**config.mk**
```make
export PLATFORM = sky130hd
export DESIGN_NAME = dtp_top
export DESIGN_NICKNAME = d
export VERILOG_FILES = /design/src/rtl/dtp_pkg.sv /design/src/rtl/dtp_regs.sv /design/src/rtl/dtp_top.sv
export SDC_FILE = /design/constraint.sdc
export NUM_CORES = 1
export LEC_CHECK = 0
export BUFFER_PORTS_ARGS = -buffer_cell sky130_fd_sc_hd__buf_2
export CORE_ASPECT_RATIO = 1.25
export CORE_MARGIN = 4
export CORE_UTILIZATION = 45
export DETAILED_ROUTE_END_ITERATION = 12
export PLACE_DENSITY = 0.63
export REMOVE_ABC_BUFFERS = 1
export SYNTH_ARGS = -nofsm -noshare
export SYNTH_HDL_FRONTEND = slang
export SYNTH_SLANG_ARGS = --single-unit
```
**constraint.sdc**
```tcl
create_clock -name clk_i -period 2.8 [get_ports clk_i]
set_clock_uncertainty 0.15 [all_clocks]
set_input_delay 0.14 -clock clk_i [delete_from_list [all_inputs] [get_ports clk_i]]
set_output_delay 0.14 -clock clk_i [all_outputs]
set_load 0.01 [all_outputs]
```
**src/rtl/dtp_pkg.sv**
```systemverilog
// Package with register map, field positions and reset values
package dtp_pkg;
  localparam logic [3:0] ADDR_COUNT_LOW = 4'h0;
  localparam logic [3:0] ADDR_CONTROL_ONE = 4'h1;
  localparam logic [3:0] ADDR_CONTROL_TWO = 4'h2;
  localparam logic [3:0] ADDR_DUTY_LOW = 4'h3;
  localparam logic [3:0] ADDR_HIGH_BITS = 4'h4;
  localparam logic [3:0] ADDR_IRQ_STATUS = 4'h5;
  localparam logic [3:0] ADDR_IRQ_MASK = 4'h6;
  localparam logic [3:0] REG_COUNT = 4'h7;
  localparam int BIT_RUN = 0;
  localparam int BIT_RELOAD_SEL = 1;
  localparam int BIT_SINGLE_SHOT = 2;
  localparam int BIT_POL_LOW = 6;
  localparam int BIT_ROUTE = 7;
  localparam int BIT_SRC_SEL = 0;
  localparam int BIT_EDGE_SEL = 1;
  localparam int BIT_ROUTE_PIN = 2;
  localparam int BIT_IRQ_UNDERFLOW = 0;
  localparam logic [9:0] COUNT_ALL_ONES = 10'h3ff;
  localparam logic [9:0] COUNT_ZERO = 10'h000;
  localparam logic [7:0] CONTROL_ONE_RESET = 8'h00;
  localparam logic [7:0] CONTROL_TWO_RESET = 8'h00;
  localparam logic [9:0] VALUE_RESET = 10'h000;
endpackage

```
**src/rtl/dtp_regs.sv**
```systemverilog
// Register storage for the control, duty and reload bytes
`timescale 1ns/10ps
module dtp_regs
  import dtp_pkg::*;
(
  input wire logic clk_i,
  input wire logic rst_i,
  input wire logic we_i,
  input wire logic [3:0] addr_i,
  input wire logic [7:0] data_i,
  output logic [7:0] control_one_o,
  output logic [7:0] control_two_o,
  output logic [9:0] reload_o,
  output logic [9:0] duty_o,
  output logic [7:0] mask_o
);
  always_ff @(posedge clk_i) begin
    if (rst_i) begin
      control_one_o <= CONTROL_ONE_RESET;
      control_two_o <= CONTROL_TWO_RESET;
      reload_o <= VALUE_RESET;
      duty_o <= VALUE_RESET;
      mask_o <= 8'h00;
    end else if (we_i) begin
      case (addr_i)
        ADDR_COUNT_LOW: reload_o[7:0] <= data_i;
        ADDR_CONTROL_ONE: control_one_o <= data_i & 8'hc7;
        ADDR_CONTROL_TWO: control_two_o <= data_i & 8'h07;
        ADDR_DUTY_LOW: duty_o[7:0] <= data_i;
        ADDR_HIGH_BITS: begin
          reload_o[9:8] <= data_i[5:4];
          duty_o[9:8] <= data_i[1:0];
        end
        ADDR_IRQ_MASK: mask_o <= data_i & 8'h01;
        default: ;
      endcase
    end
  end
endmodule

```
**src/rtl/dtp_top.sv**
```systemverilog
// Down timer with one pulse channel behind a Wishbone slave
`timescale 1ns/10ps
module dtp_top
  import dtp_pkg::*;
(
  input wire logic clk_i,
  input wire logic rst_i,
  input wire logic wb_cyc_i,
  input wire logic wb_stb_i,
  input wire logic wb_we_i,
  input wire logic [3:0] wb_adr_i,
  input wire logic [7:0] wb_dat_i,
  input wire logic wb_sel_i,
  output logic [7:0] wb_dat_o,
  output logic wb_ack_o,
  input wire logic external_count_input_i,
  output logic pulse_pb3_o,
  output logic pulse_pb3_oe_o,
  output logic pulse_pa4_o,
  output logic pulse_pa4_oe_o,
  output logic irq_o
);
  logic [7:0] control_one;
  logic [7:0] control_two;
  logic [9:0] reload;
  logic [9:0] duty;
  logic [7:0] mask;
  logic [9:0] count;
  logic [9:0] next_count;
  logic stopped;
  logic next_stopped;
  logic ext_prev;
  logic underflow;
  logic [7:0] status;
  logic [7:0] next_status;
  logic [7:0] next_dat;

  // Bus decode
  wire bus_req = wb_cyc_i && wb_stb_i && !wb_ack_o;
  wire bus_wr = bus_req && wb_we_i && wb_sel_i;
  wire bus_rd = bus_req && !wb_we_i;
  wire count_wr = bus_wr && (wb_adr_i == ADDR_COUNT_LOW);
  wire status_rd = bus_rd && (wb_adr_i == ADDR_IRQ_STATUS);

  dtp_regs u_regs (
    .clk_i(clk_i),
    .rst_i(rst_i),
    .we_i(bus_wr),
    .addr_i(wb_adr_i),
    .data_i(wb_dat_i),
    .control_one_o(control_one),
    .control_two_o(control_two),
    .reload_o(reload),
    .duty_o(duty),
    .mask_o(mask)
  );

  // Control fields
  wire run = control_one[BIT_RUN];
  wire reload_select = control_one[BIT_RELOAD_SEL];
  wire single_shot_select = control_one[BIT_SINGLE_SHOT];
  wire pulse_polarity_low = control_one[BIT_POL_LOW];
  wire pulse_out_route = control_one[BIT_ROUTE];
  wire count_source_select = control_two[BIT_SRC_SEL];
  wire count_edge_select = control_two[BIT_EDGE_SEL];
  wire route_to_pa4 = control_two[BIT_ROUTE_PIN];

  // Count tick from instruction clock or external edge
  wire ext_rise = external_count_input_i && !ext_prev;
  wire ext_fall = !external_count_input_i && ext_prev;
  wire ext_edge = count_edge_select ? ext_fall : ext_rise;
  wire tick = count_source_select ? ext_edge : 1'b1;
  wire step = run && tick && !stopped;
  wire at_zero = (count == COUNT_ZERO);
  wire [9:0] wrap_value = reload_select ? reload : COUNT_ALL_ONES;

  always_comb begin
    next_count = count;
    next_stopped = stopped;
    if (count_wr) begin
      next_count = {reload[9:8], wb_dat_i};
      next_stopped = 1'b0;
    end else if (step) begin
      if (!at_zero) begin
        next_count = count - 10'h001;
      end else if (single_shot_select) begin
        next_stopped = 1'b1;
      end else begin
        next_count = wrap_value;
      end
    end
    if (!run) begin
      next_stopped = count_wr ? 1'b0 : stopped;
    end
  end

  // Underflow pulse, one per count event at zero
  wire next_underflow = step && at_zero && !count_wr;

  // Sticky status, set wins over read clear
  always_comb begin
    next_status = status;
    if (status_rd) begin
      next_status = 8'h00;
    end
    if (underflow) begin
      next_status[BIT_IRQ_UNDERFLOW] = 1'b1;
    end
  end

  wire pulse_active = (count <= duty);
  wire pulse_level = pulse_active ^ pulse_polarity_low;

  // Read mux
  always_comb begin
    case (wb_adr_i)
      ADDR_COUNT_LOW: next_dat = count[7:0];
      ADDR_CONTROL_ONE: next_dat = control_one;
      ADDR_CONTROL_TWO: next_dat = control_two;
      ADDR_DUTY_LOW: next_dat = duty[7:0];
      ADDR_HIGH_BITS: next_dat = {2'b00, count[9:8], 2'b00, duty[9:8]};
      ADDR_IRQ_STATUS: next_dat = status;
      ADDR_IRQ_MASK: next_dat = mask;
      default: next_dat = 8'h00;
    endcase
  end

  always_ff @(posedge clk_i) begin
    if (rst_i) begin
      count <= VALUE_RESET;
      stopped <= 1'b0;
      ext_prev <= 1'b0;
      underflow <= 1'b0;
      status <= 8'h00;
    end else begin
      count <= next_count;
      stopped <= next_stopped;
      ext_prev <= external_count_input_i;
      underflow <= next_underflow;
      status <= next_status;
    end
  end

  always_ff @(posedge clk_i) begin
    if (rst_i) begin
      wb_ack_o <= 1'b0;
      wb_dat_o <= 8'h00;
    end else begin
      wb_ack_o <= bus_req;
      wb_dat_o <= bus_rd ? next_dat : 8'h00;
    end
  end

  always_ff @(posedge clk_i) begin
    if (rst_i) begin
      pulse_pb3_o <= 1'b0;
      pulse_pb3_oe_o <= 1'b0;
      pulse_pa4_o <= 1'b0;
      pulse_pa4_oe_o <= 1'b0;
      irq_o <= 1'b0;
    end else begin
      pulse_pb3_o <= pulse_level;
      pulse_pb3_oe_o <= pulse_out_route && !route_to_pa4;
      pulse_pa4_o <= pulse_level;
      pulse_pa4_oe_o <= pulse_out_route && route_to_pa4;
      irq_o <= |(next_status & mask);
    end
  end
endmodule
```
; Word-level counts from Yosys, hierarchy flattened
; Cells that the tools add are included.
[op_classes]
n_bitwise = 3
magnitude_cmp = 1
n_mux = 16
n_reduce_logical = 38
add_sub_neg = 1
eq_ne = 7
[ops]
columns = operator, count
row1 = $pmux 8 s7, 1
row2 = $mux 10, 5
row3 = $logic_and 1x1->1, 15
row4 = $reduce_and 2->1, 7
row5 = $eq 4x3->1 const B, 3
row6 = $le 10x10->1, 1
row7 = $logic_not 10->1, 1
row8 = $sub 10x1->10 const B, 1
row9 = $mux 1, 9
row10 = $and 8x1->8, 1
row11 = $eq 4x2->1 const B, 2
row12 = $mux 8, 1
row13 = $reduce_bool 2->1, 4
row14 = $reduce_or 8->1, 1
row15 = $logic_not 1->1, 7
row16 = $eq 4x1->1 const B, 1
row17 = $logic_not 4->1, 1
row18 = $reduce_and 4->1, 1
row19 = $ne 3x3->1 const B, 1
row20 = $reduce_or 2->1, 1
row21 = $not 1->1, 1
row22 = $xor 1x1->1, 1
[totals]
output_inout_bits = 14
ff_bits = 63
in_bits = 19

; Logic depth before layout (Yosys ltp)
[depth]
word_depth = 9
ltp_mapped = 8
depth_no_buf = 7

; Hierarchy
; A second synthesis with hierarchy kept.
[hier_totals]
hier_cells = 394
area_unflattened_um2 = 3573.4
[modules_own_cells]
columns = mod, seq_area_each_um2, area_each_um2, cells_each, n_inst
row1 = dtp_top, 680.7, 2240.9, 266, 1
row2 = dtp_regs, 580.6, 1332.5, 128, 1

; Least setup slack after synthesis
; OpenSTA, ideal clock, no wires.
[synth_path]
path_type = reg2reg
start = register count[0]
end = register count[3]
path_stages_with_launch = 9
synth_period_minus_slack_ps = 2196
arrival_ps = 1967
path_buffers = 1
t_required_ps = 2571
slack_ps = 604
cell_sequence = dfxtp_1 > inv_1 > ha_1 > or4b_4 > nor3_4 > buf_6 > nor2_1 > a311o_1 > a211oi_2
[synth_via]
elab_chain_cells = 4
word_cells_on_any_way = 7
classes_between = add/sub (1) / eq/ne (1) / mux (3) / reduce/logical (2)
[synth_lines]
columns = item, line
row1 = from (decl), dtp_top.sv:28  ; logic [9:0] count;
row2 = from (signal assigned), dtp_top.sv:136  ; count <= next_count;
row3 = $sub 10x1->10 / $logic_not 10->1 (equally long branches), "dtp_top.sv:85, dtp_top.sv:74"
row4 = $mux 10, dtp_top.sv:84  ; if (!at_zero) begin
row5 = $mux 10, dtp_top.sv:83  ; end else if (step) begin
row6 = $mux 10, dtp_top.sv:80  ; if (count_wr) begin
; Several ways; a longest one is shown, not always the timed one. The select of a mux whose other input is x is not followed.
; A chain may end at the register's enable or synchronous reset.

; Worst setup path after layout
[layout_path]
start = register count[0]
end = register count[1]
; Same word-level chain as after synthesis.

==> metrics.cfg <==
[run_status]
status = complete, no violations

[detailed_routing]
ant_nets = 0
drt-total-wl_um = 7116
drt-initial-drc-count = 155
drc = 0
firstDrtPassIters = 5
routedWlPerCell_um = 15.40
vias_per_cell = 5.448
vias = 2517

[global_route]
grt_pass1_wl_um = 11910
grt_pass1_vias = 2381
track_usage = 0.1913
antenna_found_initial = 0
grt_overflow = 0
grt_start_max_net_pins = 25

[placed_design]
hpwl_um = 5161
gp_congestion = 0.8241
portBuffers = 32
place_area_um2 = 3114
dpl_worst_slack_ps = 317.3

[pwr]
p_seq_frac = 0.558
power_frac_comb = 0.075
clock_power_share = 0.367
vdd_drop_max_mv = 0.2303
swShare = 0.2269
power.switching_mw = 0.3267
powerDensity_nw_per_um2 = 429.5
leakagePower_nw = 1.241
cell_internal_pwr_mw = 1.113

[yosys]
syn_area_per_cell_um2 = 8.653
synthCells = 333
synth_seq_cells = 56
syn_area_um2 = 2882
yosysSeqAreaShare = 0.3891
synthArstFlopShare = 0
yosys.area.top_type = dfxtp_1
ys.warnings.count = 0
synth_top_area_frac = 0.3891
synth.area.top_cells = dfxtp_1, mux2i_1, nor2_1
synth-edff-count = 0
synth_ff_type = dfxtp_1
ys_types = 50

[timing]
slew_viol_final = 0
max-slew-margin-rel = 0.5028
min_period_ps = 2526
layout_setup_ws_ps = 273.6
worst_slew_pin_slew_ps = 744.6
finalCritPeriodShare = 0.9023
hold_violations = 0
timing.fmax_ghz = 0.3958
setup_viol = 0
rsz0062_at_grt = false
tns_ps = 0

[floorplan]
dieArea_um2 = 7755
fp.coreArea_um2 = 6206
boundaryPins = 33
start_util = 0.4643
rows = 32
die_w_um = 79.57
fp.dieH_um = 97.47

[job]
cap_violations = 0

[layout]
fillCellCount = 603
layout.area.seq_um2 = 1121
antenna_cells = 0
fin_nets = 406
layout_commonest_cell = dfxtp_1
final_cell_mix = dfxtp_1, nor2_1, buf_2
multi_input_area_um2 = 1588
drive_above_1_share = 0.1671
design_area_um2 = 3352
area_growth_pct = 16.33

[worst_setup_path]
critPathCaptureType = register
path_class = reg2reg
critPathMaxFanout = 8
worst_setup_path_start_kind = register
cp.required_ps = 2880
rr_worst_depth = 8
crit_arrival_ps = 2610
worst-r2r-setup-slack_ps = 270

[cts]
cts_made_buffers = 5
post_cts_resized = 0
clkSinkCount = 56
cts-root-buf = clkbuf_8
clkTransAtPathRegs_ps = 100
hold_buffers = 13
post_cts_buffers = 0
cts-htree-levels = 2
insertion_delay_ps = 310
cts_tree = done
cts_buffer_depth = 2

[worst_hold_path]
worstHoldPathCells = 3
hold_path_class = in2reg

Yosys cell counts, drive strengths merged, types with 2 or more instances:
cell	count
a31oi	4
nor2b	6
nand3	2
nor4	2
a211oi	8
nor2	49
mux2i	29
o211ai	4
a222oi	3
a22oi	2
nor3b	2
or4	3
o31ai	3
dfxtp	56
and3b	2
mux2	2
nand2	28
clkbuf	11
and3	2
o21ai	7
nand3b	5
o21a	2
xor2	3
buf	8
ha	11
nor3	16
or2	2
a21oi	21
nand2b	4
a21o	4
inv	17
a311oi	3
metal layers:
layer / global-route usage / vias to the layer above / share of wire
li1: - / 1266 / -
met5: 0 / - / 0
met2: 0.3183 / 58 / 0.48
met4: 0.05952 / 0 / 0.016
met1: 0.2491 / 1181 / 0.46
met3: 0.03247 / 12 / 0.038
layout make-up:
| type | count | area share |
|---|---|---|
| clock buffers | 6 | 0.02165 |
| clock inverters | 2 | 0.01045 |
| inverters | 17 | 0.01904 |
| multi-input cells | 241 | 0.4737 |
| flip-flops and latches | 56 | 0.3345 |
| well taps | 85 | 0.03173 |
| repair buffers | 55 | 0.1090 |
per-stage QoR:
| stage | total power [mW] | hold slack (ps) | util | cells |
|---|---|---|---|---|
| final | 1.440 | 14.83 | 0.5401 | 462 |
| after global placement | 0.9145 | 227.3 | 0.5018 | 441 |
| after floorplan | 0.8586 | 54.65 | - | 314 |
| after CTS | 1.454 | 0.4012 | 0.5401 | 462 |
| after detailed placement | 0.9147 | 237.6 | 0.5018 | 441 |
| after global routing | 1.492 | 40.00 | 0.5401 | 462 |
final timing paths:
path                      startpoint            endpoint
hold reg to reg   u_regs.reload_o[5]  u_regs.reload_o[5]
hold / removal           wb_dat_i[0]  u_regs.reload_o[0]
setup reg to reg            count[0]            count[1]
setup / recovery            count[0]            count[1]
registers in the layout (all words and copies together) (netlist names):
signal,flops
count,10
ext_prev,1
irq_o,1
pulse_pa4_o,1
pulse_pa4_oe_o,1
pulse_pb3_oe_o,1
status,1
stopped,1
u_regs.control_one_o,5
u_regs.control_two_o,3
u_regs.duty_o,10
u_regs.mask_o,1
u_regs.reload_o,10
underflow,1
wb_ack_o,1
wb_dat_o,8
logic make-up (layout without fill, tap and decap cells):
logic type	Yosys count	in the layout	synth area share
AND/OR/NAND/NOR	129	129	0.2241
flip-flops	56	56	0.3891
adder cells (fa/ha/maj)	11	11	0.04776
multiplexers	31	31	0.1086
AO/OA/AOI/OAI	66	66	0.1585
buffers and inverters	36	80	0.05992
XOR/XNOR	4	4	0.01216
worst max-delay path, cell delays in order, from the launching register on:
cell	delay, ps
dfxtp_1	390
inv_1	110
ha_1	250
or4b_4	530
nor3_4	320
buf_4	210
mux2i_1	180
mux2i_1	90
a211oi_1	230
power by group through the flow:
stage | sequential [mW] | combinational, mW | clock [mW]
floorplan | 0.823 | 0.0357 | 0
detailed placement | 0.822 | 0.0929 | 0
CTS | 0.803 | 0.107 | 0.544
global placement | 0.822 | 0.0928 | 0
global route | 0.804 | 0.118 | 0.570
finish | 0.803 | 0.108 | 0.529
(Power assumes the default switching activity.)
